File: config.mk
export PLATFORM = sky130hd
export DESIGN_NAME = display_dram_strobe_sequencer
export DESIGN_NICKNAME = d
export VERILOG_FILES = /design/src/ddss_pkg.sv /design/src/ddss_top.sv /design/src/ddss_bank_seq.sv
export SDC_FILE = /design/constraint.sdc
export NUM_CORES = 1
export LEC_CHECK = 0
export BUFFER_PORTS_ARGS = -buffer_cell sky130_fd_sc_hd__buf_4
export CAP_MARGIN = 20
export CORE_UTILIZATION = 51
export DETAILED_ROUTE_END_ITERATION = 7
export GPL_ROUTABILITY_DRIVEN = 0
export PLACE_DENSITY = 0.81
export RECOVER_POWER = 50
export SETUP_SLACK_MARGIN = 0.3
export SYNTH_ARGS = -nofsm -noshare
export SYNTH_HDL_FRONTEND = slang
export SYNTH_SLANG_ARGS = --single-unit
File: constraint.sdc
create_clock -name clk -period 2.3 [get_ports clk]
set_clock_uncertainty 0.2 [all_clocks]
set_input_delay 0.345 -clock clk [delete_from_list [all_inputs] [get_ports clk]]
set_output_delay 0.345 -clock clk [all_outputs]
set_load 0.02 [all_outputs]
File: src/ddss_pkg.sv
// Package of constants and carriers for the display DRAM strobe sequencer
package ddss_pkg;
	// ************************************************
	// Timing counts in memory-clock periods, then address and counter widths
	// ************************************************
	localparam int DDSS_RD_ROW_LOW = 5;
	localparam int DDSS_RD_COL_DLY = 2;
	localparam int DDSS_RD_CYCLE = 9;
	localparam int DDSS_OE_DLY = 1;
	localparam int DDSS_PG_CYCLE = 5;
	localparam int DDSS_PG_COL_HIGH = 2;
	localparam int DDSS_PG_FIRST_EXTRA = 2;
	localparam int DDSS_PG_PRECHARGE = 4;
	localparam int DDSS_ROR_ADDR_SETUP = 1;
	localparam int DDSS_ROR_ROW_LOW = 5;
	localparam int DDSS_ROR_ROW_HIGH = 4;
	localparam int DDSS_CBR_COL_LEAD = 2;
	localparam int DDSS_CBR_ROW_LOW = 5;
	localparam int DDSS_CBR_ROW_HIGH = 5;
	localparam int DDSS_CBR_COL_LOW = 4;
	localparam int DDSS_CBR_PRECHARGE = 3;
	localparam int DDSS_CBR_OE_HOLD = 30;
	localparam int DDSS_PD_STEP = 1;
	localparam int DDSS_ADDR_W = 9;
	localparam int DDSS_CNT_W = 6;
	// ************************************************
	// Request kinds and strobe carrier
	// ************************************************
	typedef enum logic [2:0] {
		DDSS_REQ_CPU_RD,
		DDSS_REQ_CRT_RD,
		DDSS_REQ_PAGE_RD,
		DDSS_REQ_ROR,
		DDSS_REQ_CBR
	} ddss_req_e;
	typedef struct packed {
		logic row_n;
		logic col_n;
		logic oe_n;
	} ddss_strobe_s;
	localparam ddss_strobe_s DDSS_STROBE_IDLE = 3'b111;
endpackage

File: src/ddss_top.sv
// Display DRAM strobe sequencer top: arbitration and two bank sequencers
`timescale 1ns/1ns
module display_dram_strobe_sequencer
	import ddss_pkg::*;
#(
	parameter int ADDR_W = DDSS_ADDR_W
)
(
	// Clock and reset
	input wire logic clk,
	input wire logic rst_n,
	// CPU read request
	input wire logic cpu_req,
	input wire logic cpu_bank,
	input wire logic [ADDR_W-1:0] cpu_row,
	input wire logic [ADDR_W-1:0] cpu_col,
	// CRT fetch request
	input wire logic crt_req,
	input wire logic crt_page,
	input wire logic [3:0] crt_burst_len,
	input wire logic crt_bank,
	input wire logic [ADDR_W-1:0] crt_row,
	input wire logic [ADDR_W-1:0] crt_col,
	// Refresh request
	input wire logic ref_req,
	input wire logic ref_cbr,
	input wire logic [ADDR_W-1:0] ref_row,
	input wire logic pd_mode,
	input wire logic ext_refresh_n,
	// Grants and word completion
	output logic cpu_ack,
	output logic crt_ack,
	output logic ref_ack,
	output logic word_done,
	// DRAM pins
	output logic row_strobe_bank_a,
	output logic row_strobe_bank_b,
	output logic col_strobe_bank_a,
	output logic col_strobe_bank_b,
	output logic out_enable_bank_a,
	output logic out_enable_bank_b,
	output logic [ADDR_W-1:0] mem_mux_addr
);
	if (ADDR_W < 1 || ADDR_W > 16) begin : g_bad_addr_w
		$error("ADDR_W out of range");
	end

	// ************************************************
	// Arbitration: refresh, then CRT, then CPU
	// ************************************************
	logic [1:0] start;
	logic [1:0] busy;
	logic [1:0] done;
	logic any_busy;
	logic grant_ok;
	ddss_req_e kind;
	logic bank;
	logic [3:0] blen;
	logic [ADDR_W-1:0] col_r;
	logic [ADDR_W-1:0] row_sel;
	logic [ADDR_W-1:0] col_sel;
	ddss_strobe_s strobe [2];
	logic launch_r;

	// Single-sequence arbitration avoids bank collisions on shared address
	assign any_busy = |busy || launch_r;
	assign grant_ok = !any_busy && !(pd_mode && !ext_refresh_n);

	always_comb begin
		kind = DDSS_REQ_CPU_RD;
		bank = cpu_bank;
		blen = 4'h0;
		row_sel = cpu_row;
		col_sel = cpu_col;
		if (ref_req) begin
			kind = ref_cbr ? DDSS_REQ_CBR : DDSS_REQ_ROR;
			bank = 1'b0;
			row_sel = ref_row;
			col_sel = ref_row;
		end else if (crt_req) begin
			kind = crt_page ? DDSS_REQ_PAGE_RD : DDSS_REQ_CRT_RD;
			bank = crt_bank;
			blen = crt_burst_len;
			row_sel = crt_row;
			col_sel = crt_col;
		end
	end

	ddss_req_e kind_r;
	logic bank_r;
	logic [3:0] blen_r;
	logic refresh_both;

	// Refresh drives both banks together; reads use one bank
	assign refresh_both = (kind_r == DDSS_REQ_ROR) || (kind_r == DDSS_REQ_CBR);
	assign start[0] = launch_r && (refresh_both || !bank_r);
	assign start[1] = launch_r && (refresh_both || bank_r);

	always_ff @(posedge clk) begin
		if (!rst_n) begin
			launch_r <= 1'b0;
			kind_r <= DDSS_REQ_CPU_RD;
			bank_r <= 1'b0;
			blen_r <= '0;
			cpu_ack <= 1'b0;
			crt_ack <= 1'b0;
			ref_ack <= 1'b0;
			mem_mux_addr <= '0;
			col_r <= '0;
		end else begin
			launch_r <= 1'b0;
			cpu_ack <= 1'b0;
			crt_ack <= 1'b0;
			ref_ack <= 1'b0;
			if (grant_ok && (ref_req || crt_req || cpu_req)) begin
				launch_r <= 1'b1;
				kind_r <= kind;
				bank_r <= bank;
				blen_r <= blen;
				ref_ack <= ref_req;
				crt_ack <= !ref_req && crt_req;
				cpu_ack <= !ref_req && !crt_req;
				// Row address leads the row strobe by three periods
				mem_mux_addr <= row_sel;
				col_r <= col_sel;
			end else if (|done || (any_busy && !launch_r
				&& !(row_strobe_bank_a && row_strobe_bank_b))) begin
				// One period after the row pin falls, so the row address is held
				mem_mux_addr <= col_r;
			end
		end
	end

	// ************************************************
	// Bank sequencers
	// ************************************************
	for (genvar b = 0; b < 2; b++) begin : g_bank
		ddss_bank_seq u_seq (
			.clk(clk),
			.rst_n(rst_n),
			.start(start[b]),
			.kind(kind_r),
			.burst_len(blen_r),
			.pd_mode(pd_mode),
			.ext_refresh_n(ext_refresh_n),
			.busy(busy[b]),
			.word_done(done[b]),
			.strobe(strobe[b])
		);
	end

	always_ff @(posedge clk) begin
		if (!rst_n) begin
			word_done <= 1'b0;
			row_strobe_bank_a <= 1'b1;
			row_strobe_bank_b <= 1'b1;
			col_strobe_bank_a <= 1'b1;
			col_strobe_bank_b <= 1'b1;
			out_enable_bank_a <= 1'b1;
			out_enable_bank_b <= 1'b1;
		end else begin
			word_done <= |done;
			row_strobe_bank_a <= strobe[0].row_n;
			row_strobe_bank_b <= strobe[1].row_n;
			col_strobe_bank_a <= strobe[0].col_n;
			col_strobe_bank_b <= strobe[1].col_n;
			out_enable_bank_a <= strobe[0].oe_n;
			out_enable_bank_b <= strobe[1].oe_n;
		end
	end
endmodule

File: src/ddss_bank_seq.sv
// One bank's strobe sequencer with cycle counter
`timescale 1ns/1ns
module ddss_bank_seq
	import ddss_pkg::*;
(
	// Clock and reset
	input wire logic clk,
	input wire logic rst_n,
	// Command
	input wire logic start,
	input wire ddss_req_e kind,
	input wire logic [3:0] burst_len,
	// Power-down refresh pacing
	input wire logic pd_mode,
	input wire logic ext_refresh_n,
	// Status and strobes
	output logic busy,
	output logic word_done,
	output ddss_strobe_s strobe
);
	// ************************************************
	// Sequence state
	// ************************************************
	typedef enum logic [2:0] {
		DDSS_S_IDLE,
		DDSS_S_READ,
		DDSS_S_PAGE,
		DDSS_S_PRE,
		DDSS_S_ROR,
		DDSS_S_CBR,
		DDSS_S_PD
	} ddss_bank_state_e;

	ddss_bank_state_e state_r;
	ddss_req_e kind_r;
	logic [DDSS_CNT_W-1:0] cnt_r;
	logic [3:0] left_r;
	logic first_r;
	logic [DDSS_CNT_W-1:0] oe_hold_r;
	logic [DDSS_CNT_W-1:0] page_len;

	function automatic logic [DDSS_CNT_W-1:0] cnt_of(input int v);
		return DDSS_CNT_W'(v);
	endfunction

	assign page_len = first_r ? cnt_of(DDSS_PG_CYCLE + DDSS_PG_FIRST_EXTRA)
		: cnt_of(DDSS_PG_CYCLE);

	// ************************************************
	// Enable hold after a column-first refresh
	// ************************************************
	// Keeps the bank busy so no read can drop the enable too soon
	always_ff @(posedge clk) begin
		if (!rst_n) begin
			oe_hold_r <= '0;
		end else if (state_r == DDSS_S_CBR && cnt_r == cnt_of(DDSS_CBR_COL_LEAD)) begin
			oe_hold_r <= cnt_of(DDSS_CBR_OE_HOLD);
		end else if (oe_hold_r != '0) begin
			oe_hold_r <= oe_hold_r - cnt_of(1);
		end
	end

	// ************************************************
	// Sequencing
	// ************************************************
	always_ff @(posedge clk) begin
		if (!rst_n) begin
			state_r <= DDSS_S_IDLE;
			kind_r <= DDSS_REQ_CPU_RD;
			cnt_r <= '0;
			left_r <= '0;
			first_r <= 1'b0;
			strobe <= DDSS_STROBE_IDLE;
			busy <= 1'b0;
			word_done <= 1'b0;
		end else begin
			word_done <= 1'b0;
			cnt_r <= cnt_r + cnt_of(1);
			unique case (state_r)
				DDSS_S_IDLE: begin
					strobe <= DDSS_STROBE_IDLE;
					cnt_r <= '0;
					busy <= (oe_hold_r != '0);
					if (pd_mode && !ext_refresh_n) begin
						state_r <= DDSS_S_PD;
						busy <= 1'b1;
					end else if (start) begin
						kind_r <= kind;
						busy <= 1'b1;
						first_r <= 1'b1;
						left_r <= burst_len;
						unique case (kind)
							DDSS_REQ_PAGE_RD: state_r <= DDSS_S_PAGE;
							DDSS_REQ_ROR: state_r <= DDSS_S_ROR;
							DDSS_REQ_CBR: state_r <= DDSS_S_CBR;
							default: state_r <= DDSS_S_READ;
						endcase
					end
				end
				DDSS_S_READ: begin
					// Row low 0..4, column low 2..4, enable low 3..5, cycle 9
					strobe.row_n <= !(cnt_r < cnt_of(DDSS_RD_ROW_LOW));
					strobe.col_n <= !(cnt_r >= cnt_of(DDSS_RD_COL_DLY)
						&& cnt_r < cnt_of(DDSS_RD_ROW_LOW));
					strobe.oe_n <= !(cnt_r >= cnt_of(DDSS_RD_COL_DLY + DDSS_OE_DLY)
						&& cnt_r < cnt_of(DDSS_RD_ROW_LOW + DDSS_OE_DLY));
					if (cnt_r == cnt_of(DDSS_RD_ROW_LOW))
						word_done <= 1'b1;
					if (cnt_r == cnt_of(DDSS_RD_CYCLE - 1))
						state_r <= DDSS_S_IDLE;
				end
				DDSS_S_PAGE: begin
					// Column falls at 2 of each access and stays low 3 periods
					strobe.row_n <= 1'b0;
					// First access adds its two periods to the column high time
					strobe.col_n <= !(cnt_r >= cnt_of(DDSS_RD_COL_DLY)
						&& cnt_r < cnt_of(DDSS_PG_CYCLE));
					strobe.oe_n <= !(cnt_r >= cnt_of(DDSS_RD_COL_DLY + DDSS_OE_DLY)
						&& cnt_r < cnt_of(DDSS_PG_CYCLE + DDSS_OE_DLY));
					if (cnt_r == page_len - cnt_of(1)) begin
						cnt_r <= '0;
						first_r <= 1'b0;
						word_done <= 1'b1;
						left_r <= left_r - 4'h1;
						if (left_r == 4'h0) begin
							// Row rises in precharge, three periods after the column fell, five when burst_len is 0
							state_r <= DDSS_S_PRE;
						end
					end
				end
				DDSS_S_PRE: begin
					strobe <= DDSS_STROBE_IDLE;
					if (cnt_r == cnt_of(DDSS_PG_PRECHARGE - 1))
						state_r <= DDSS_S_IDLE;
				end
				DDSS_S_ROR: begin
					// Address set in idle, three periods before the row pin falls
					strobe.row_n <= !(cnt_r < cnt_of(DDSS_ROR_ROW_LOW));
					if (cnt_r == cnt_of(DDSS_ROR_ROW_LOW + DDSS_ROR_ROW_HIGH - 1))
						state_r <= DDSS_S_IDLE;
				end
				DDSS_S_CBR: begin
					// Column 0..3 low, row 2..6 low, high through 9, enable high
					strobe.oe_n <= 1'b1;
					strobe.col_n <= !(cnt_r < cnt_of(DDSS_CBR_COL_LOW));
					strobe.row_n <= !(cnt_r >= cnt_of(DDSS_CBR_COL_LEAD)
						&& cnt_r < cnt_of(DDSS_CBR_COL_LEAD + DDSS_CBR_ROW_LOW));
					if (cnt_r == cnt_of(DDSS_CBR_COL_LEAD + DDSS_CBR_ROW_LOW
						+ DDSS_CBR_PRECHARGE - 1))
						state_r <= DDSS_S_IDLE;
				end
				DDSS_S_PD: begin
					// Column follows input, then row; release in same order
					if (!ext_refresh_n) begin
						strobe.col_n <= 1'b0;
						if (!strobe.col_n)
							strobe.row_n <= 1'b0;
					end else begin
						strobe.col_n <= 1'b1;
						if (strobe.col_n) begin
							strobe.row_n <= 1'b1;
							if (strobe.row_n)
								state_r <= DDSS_S_IDLE;
						end
					end
				end
				default: state_r <= DDSS_S_IDLE;
			endcase
		end
	end
endmodule

==> Word-level counts from Yosys, hierarchy flattened <==
Cells that the tools add are included.
{ "classes": {"addsub": 8, "magnitude_cmp": 12, "n_eq_ne": 53, "mux": 86, "bitwise_logic": 1, "reduce_logical": 79} }
{ "ops": {"columns": ["cell", "count"], "rows": [
  ["$mux 3", 22],
  ["$mux 9", 6],
  ["$lt 6x3->1 const B", 8],
  ["$pmux 3 s6", 2],
  ["$mux 4", 8],
  ["$ne 2x1->1 const B", 14],
  ["$eq 6x2->1 const B", 4],
  ["$eq 6x4->1 const B", 4],
  ["$ge 6x2->1 const B", 4],
  ["$pmux 6 s2", 2],
  ["$sub 6x1->6 const B", 4],
  ["$eq 3x3->1 const B", 7],
  ["$mux 1", 21],
  ["$mux 5", 4],
  ["$reduce_or 2->1", 10],
  ["$eq 3x2->1 const B", 6],
  ["$logic_and 1x1->1", 18],
  ["$logic_not 1->1", 18],
  ["$reduce_and 9->1", 2],
  ["$pmux 4 s2", 2],
  ["$reduce_bool 2->1", 7],
  ["$add 6x1->6 const B", 2],
  ["$eq 6x3->1 const B", 2],
  ["$eq 6x6->1", 2],
  ["other kinds (22)", 60]
]} }
{ "totals": {"reg_bits": 87, "out_inout_bits": 19, "elab_cells": 277} }

==> Longest topological paths before layout <==
{ "logic_depth": {"ltp_word": 7, "ltp_mapped": 8, "ltp_nobuf": 7} }

==> Hierarchy <==
A second synthesis with hierarchy kept.
{ "unflattened": {"hier_cells": 579, "hier_area_um2": 4780.8} }
{ "by_module_without_submodules": {"columns": ["mod", "n_inst", "cells_each", "area_each_um2", "seq_area_each_um2"], "rows": [
  ["display_dram_strobe_sequencer", 1, 207, 1762.9, 740.7],
  ["ddss_bank_seq at g_bank[0].u_seq", 1, 188, 1508.9, 500.5],
  ["ddss_bank_seq at g_bank[1].u_seq", 1, 184, 1508.9, 500.5]
]} }

==> Worst setup path before layout <==
OpenSTA, ideal clock, no wires.
{ "synth_path": {"path_type": "register to register", "from": "reg g_bank[1].u_seq.cnt_r[4]", "to": "reg g_bank[1].u_seq.left_r[0]", "setup_ns": 0.074, "arrival_time_ns": 1.922, "required_ns": 2.026, "setup_slack_ns": 0.104, "stages_incl_launch_ff": 6, "path_buffers": 0, "synth_period_minus_slack_ns": 2.196, "path_cell_list": "dfxtp_1 > or3_4 > or4b_4 > o22a_4 > or3_1 > a31oi_1"} }
{ "synth_via": {"elab_chain_len": 3} }
{ "synth_lines": {"columns": ["element", "line_no", "source"], "rows": [
  ["start: declaration", "ddss_bank_seq.sv:36", "logic [DDSS_CNT_W-1:0] cnt_r;"],
  ["start signal: assignment", "ddss_bank_seq.sv:78", "cnt_r <= cnt_r + cnt_of(1);"],
  ["$eq 6x6->1", "ddss_bank_seq.sv:120", "if (cnt_r == page_len - cnt_of(1)) begin"],
  ["$ne 2x1->1 (no source line)", null, null],
  ["$reduce_and 4->1 (no source line)", null, null],
  ["end signal: assignment", "ddss_bank_seq.sv:91", "left_r <= burst_len;"],
  ["end signal: assignment", "ddss_bank_seq.sv:124", "left_r <= left_r - 4'h1;"],
  ["end: declaration", "ddss_bank_seq.sv:37", "logic [3:0] left_r;"]
]} }
No other way between the ends.
A chain may end at the register's enable or synchronous reset.

==> Worst setup path in the final report <==
{ "layout_path": {"from": "reg g_bank[1].u_seq.cnt_r[5]", "to": "reg g_bank[1].u_seq.cnt_r[1]"} }
{ "layout_via": {"elab_chain_len": 3} }
{ "layout_lines": {"columns": ["element", "line_no", "source"], "rows": [
  ["$eq 6x6->1", "ddss_bank_seq.sv:120", null],
  ["$mux 6", "ddss_bank_seq.sv:120", null],
  ["$pmux 6 s2", "ddss_bank_seq.sv:79", "unique case (state_r)"]
]} }
No other way between the ends.

==> qor.csv <==
stage,metric,value,unit
setup_path,regToRegEndpoint,g_bank[1].u_seq.cnt_r[1],
setup_path,end_kind,register,
clocking,cts_root_buf,clkbuf_8,
clocking,clock_path_buffers,2,
clocking,cts_htree_levels,3,
power,leakage,2.339,nW
sta,finalHoldViolations,0,
sta,max_freq,0.4562,GHz
synthesis,synth_seq_area_share,37.15,%
hold_path,min_to,blen_r[3],
synthesis,synth_cells,575,
hold_path,hold_class,input port to register,
drt,dr.pass1.iters,5,
cells_and_area,n_antenna_cell,0,
clocking,cts_sinks,87,
cells_and_area,n_fill_cell,731,
drt,drc,0,
floorplan,dieArea,9580,um^2
power,pwr-share-comb,46.1,%
power,pwr_density_cell,992.7,nW/um^2
clocking,path_clk_slew,80,ps
global_route,grt_start_max_net_pins,34,
synthesis,synth_edf_count,0,
setup_path,reg2reg_depth,5,
drt,vias_per_cell,5.806,
global_route,grt.met3_usage,4.868,%
synthesis,async_reset_ff_share,0,%
sta,finalSetupTns,0,ps
global_route,track_usage,25.03,%
clocking,clock_latency,350,ps
floorplan,rows,34,
floorplan,ios,79,
synthesis,synthDistinctLibCells,59,
floorplan,die_x,97.88,um
setup_path,r2r-start,g_bank[1].u_seq.cnt_r[5],
sta,maxSlewHeadroom,8.514,%
sta,worst-slew-pin-transition,1351,ps
drt,antenna_left,0,
power,clockPowerShare,17.8,%
drt,finalWirelength,12080,um
clocking,hold_buffers,0,
floorplan,start_util,53.24,%
hold_path,hold_depth,3,
drt,vias,4540,
sta,min_period,2192,ps
clocking,cts_buffers,9,
clocking,tritoncts,built,
global_route,grt_pass1_wl,19690,um
synthesis,syn_area_per_cell,8.153,um^2
setup_path,cp.arrival,2230,ps
global_route,grt_use_met2,44.04,%
power,pwr-share-seq,36.1,%
sta,slew_violations,0,
floorplan,core,8806,um^2
synthesis,syn_nets,648,
floorplan,die_h,97.88,um
cells_and_area,fin_cells,782,
place,dp_hpwl,8297,um
power,switching_share,39.60,%
cells_and_area,fin_nets,742,
place,dpl.cell_count,750,
synthesis,synth-seq-cells,87,
drt,drt_iter0_markers,205,
power,ir_worst_vdd,644.2,uV
setup_path,setup.worst_path.class,register to register,
sta,fin_crit_sh,95.31,%
sta,setup_viol,0,
synthesis,ys_warn_count,0,
power,internal_power,3.537,mW
global_route,top_usage_layer,met2,
global_route,overflow,0,
power,switching_power,2.319,mW
place,portBuffers,78,
global_route,grt_pass1_vias,4400,
setup_path,required,2340,ps
setup_path,reg2reg_setup_slack,110,ps
setup_path,start_kind,register,
cells_and_area,drive_gt1_share,23.00,%
synthesis,synth_area,4688,um^2
setup_path,max_stage_delay,530,ps
global_route,antenna_found_initial,0,
setup_path,crit_path_cell_trace,"or3_4, or4b_4, buf_4, a211o_4, and3_1",
hold_path,holdCritStartpoint,crt_burst_len[3],
flow_run,maxCapViolCount,0,
setup_path,critical-path-slowest-cell,or4b_4,
drt,avgRoutedWirePerCell,15.45,um
run_status,status,completed,
setup_path,path_max_fanout,4,
cells_and_area,area_delta_synth_final,25.83,%
synthesis,synth_ff_type,dfxtp_1,
global_route,grt_use_met1,30.30,%
sta,rsz0062_at_grt,yes,
## routing by layer
layer,vias to the layer above,share of wire (%)
met3,25,3.9
met2,119,52
li1,2253,-
met4,0,2.2
met1,2143,42
met5,-,0
## cell type report
type	count	area [um^2]	share of cell area, %
timing repair buffer	118	822.0	13.93
sequential	87	1750	29.67
tap	108	135.1	2.291
inverter	24	90.09	1.527
clock buffer	10	127.6	2.163
multi-input combinational	429	2913	49.37
clock inverter	6	61.31	1.039
## cells in the mapped netlist, types with 3 or more instances
library cell,n,area share (%)
a21oi_1,43,4.6
nand2b_1,19,2.5
o22ai_1,5,0.67
buf_2,3,0.32
inv_1,24,1.9
nor3_1,22,2.3
or3b_2,4,0.75
dfxtp_1,87,37
a211oi_1,23,3.7
o221ai_1,4,0.75
ha_1,13,3.5
clkbuf_1,32,2.6
mux2_2,3,0.72
nor2_1,55,4.4
nor3b_1,7,1.1
mux2i_1,28,6.0
o311a_1,3,0.64
o211ai_1,3,0.48
a41o_1,3,0.64
nand2_1,54,4.3
xor2_1,8,1.5
o21ai_0,18,1.9
a31oi_1,10,1.3
nand3_1,23,2.5
and3_1,5,0.67
o31ai_1,3,0.48
o21a_1,7,1.1
nor4b_1,3,0.56
xnor2_1,9,1.7
nor2b_1,9,1.2
or3_1,9,1.2
## sequential cells by signal, summed over array words and instances, names as in the netlist, 2 cells and up
name                    flops
blen_r                      4
col_r                       9
g_bank.u_seq.busy           2
g_bank.u_seq.cnt_r         12
g_bank.u_seq.first_r        2
g_bank.u_seq.left_r         8
g_bank.u_seq.oe_hold_r     12
g_bank.u_seq.state_r        6
g_bank.u_seq.strobe         6
g_bank.u_seq.word_done      2
kind_r                      3
mem_mux_addr                9
## power by group through the flow
stage	combinational, mW	sequential (mW)	clock [mW]
final	2.70	2.11	1.04
after global routing	2.97	2.16	1.13
after CTS	2.65	2.10	1.06
after detailed placement	2.53	2.12	0
after global placement	2.45	2.11	0
after floorplan	1.74	2.13	0
## critical path, delay by kind of cell (launching register included)
kind	cells	cell delay [ps]
flops	1	330
buf+inv	1	160
compound gates	1	330
simple gates	3	1060
## cell families after synthesis
logic type / Yosys count / share of synthesized area (%)
adder cells (fa/ha/maj): 13 / 3.470
flip-flops: 87 / 37.15
buffers and inverters: 60 / 4.884
AO/OA/AOI/OAI: 142 / 20.28
XOR/XNOR: 17 / 3.176
multiplexers: 31 / 6.699
AND/OR/NAND/NOR: 225 / 24.34
## cell usage in the layout, fill, tap and decap left out, types with 9 or more instances in the layout
cell,synthesis,final
mux2i_1,28,28
a211oi_1,23,22
buf_4,0,90
nor2_1,55,54
dfxtp_1,87,82
ha_1,13,12
nand2b_1,19,17
inv_1,24,23
nand3_1,23,23
nor3_1,22,19
o21ai_0,18,14
clkbuf_1,32,25
nand2_1,54,52
xnor2_1,9,9
nor2b_1,9,9
a21oi_1,43,41
clkbuf_8,0,9
a31oi_1,10,9
## through the flow
step                      power (mW)  util, %  hold slack (ps)  setup WS, ps  instance area [um^2]
after floorplan                3.875        -            211.1         160.8                  4747
after global placement         4.561    63.03            220.1         105.1                  5550
after detailed placement       4.645    63.03            231.0         80.91                  5550
after CTS                      5.809    66.84            44.48         138.6                  5886
after global routing           6.258    66.99            42.24         58.36                  5899
final                          5.857    66.99            61.57         107.9                  5899
## worst max path at each step
| stage | startpoint | endpoint | slack, ps | cells after the start |
|---|---|---|---|---|
| final | g_bank[1].u_seq.cnt_r[5] | g_bank[1].u_seq.cnt_r[1] | 110 | 5 |
| after detailed placement | g_bank[1].u_seq.cnt_r[5] | g_bank[1].u_seq.left_r[0] | 80 | 5 |
| after global routing | g_bank[1].u_seq.cnt_r[5] | g_bank[1].u_seq.cnt_r[0] | 60 | 6 |
| after floorplan | g_bank[1].u_seq.cnt_r[5] | g_bank[1].u_seq.left_r[0] | 160 | 5 |
| after global placement | g_bank[1].u_seq.cnt_r[5] | g_bank[1].u_seq.left_r[0] | 110 | 5 |
| after CTS | g_bank[0].u_seq.cnt_r[5] | g_bank[0].u_seq.state_r[0] | 140 | 5 |
## what timing repair did
item	in CTS	in global routing
cloned	0	1
gates resized for setup	14	21
buffers inserted	12	3
pin swaps	7	12
endpoints found under the setup margin	29	33
Power figures use the tool's default switching activity.
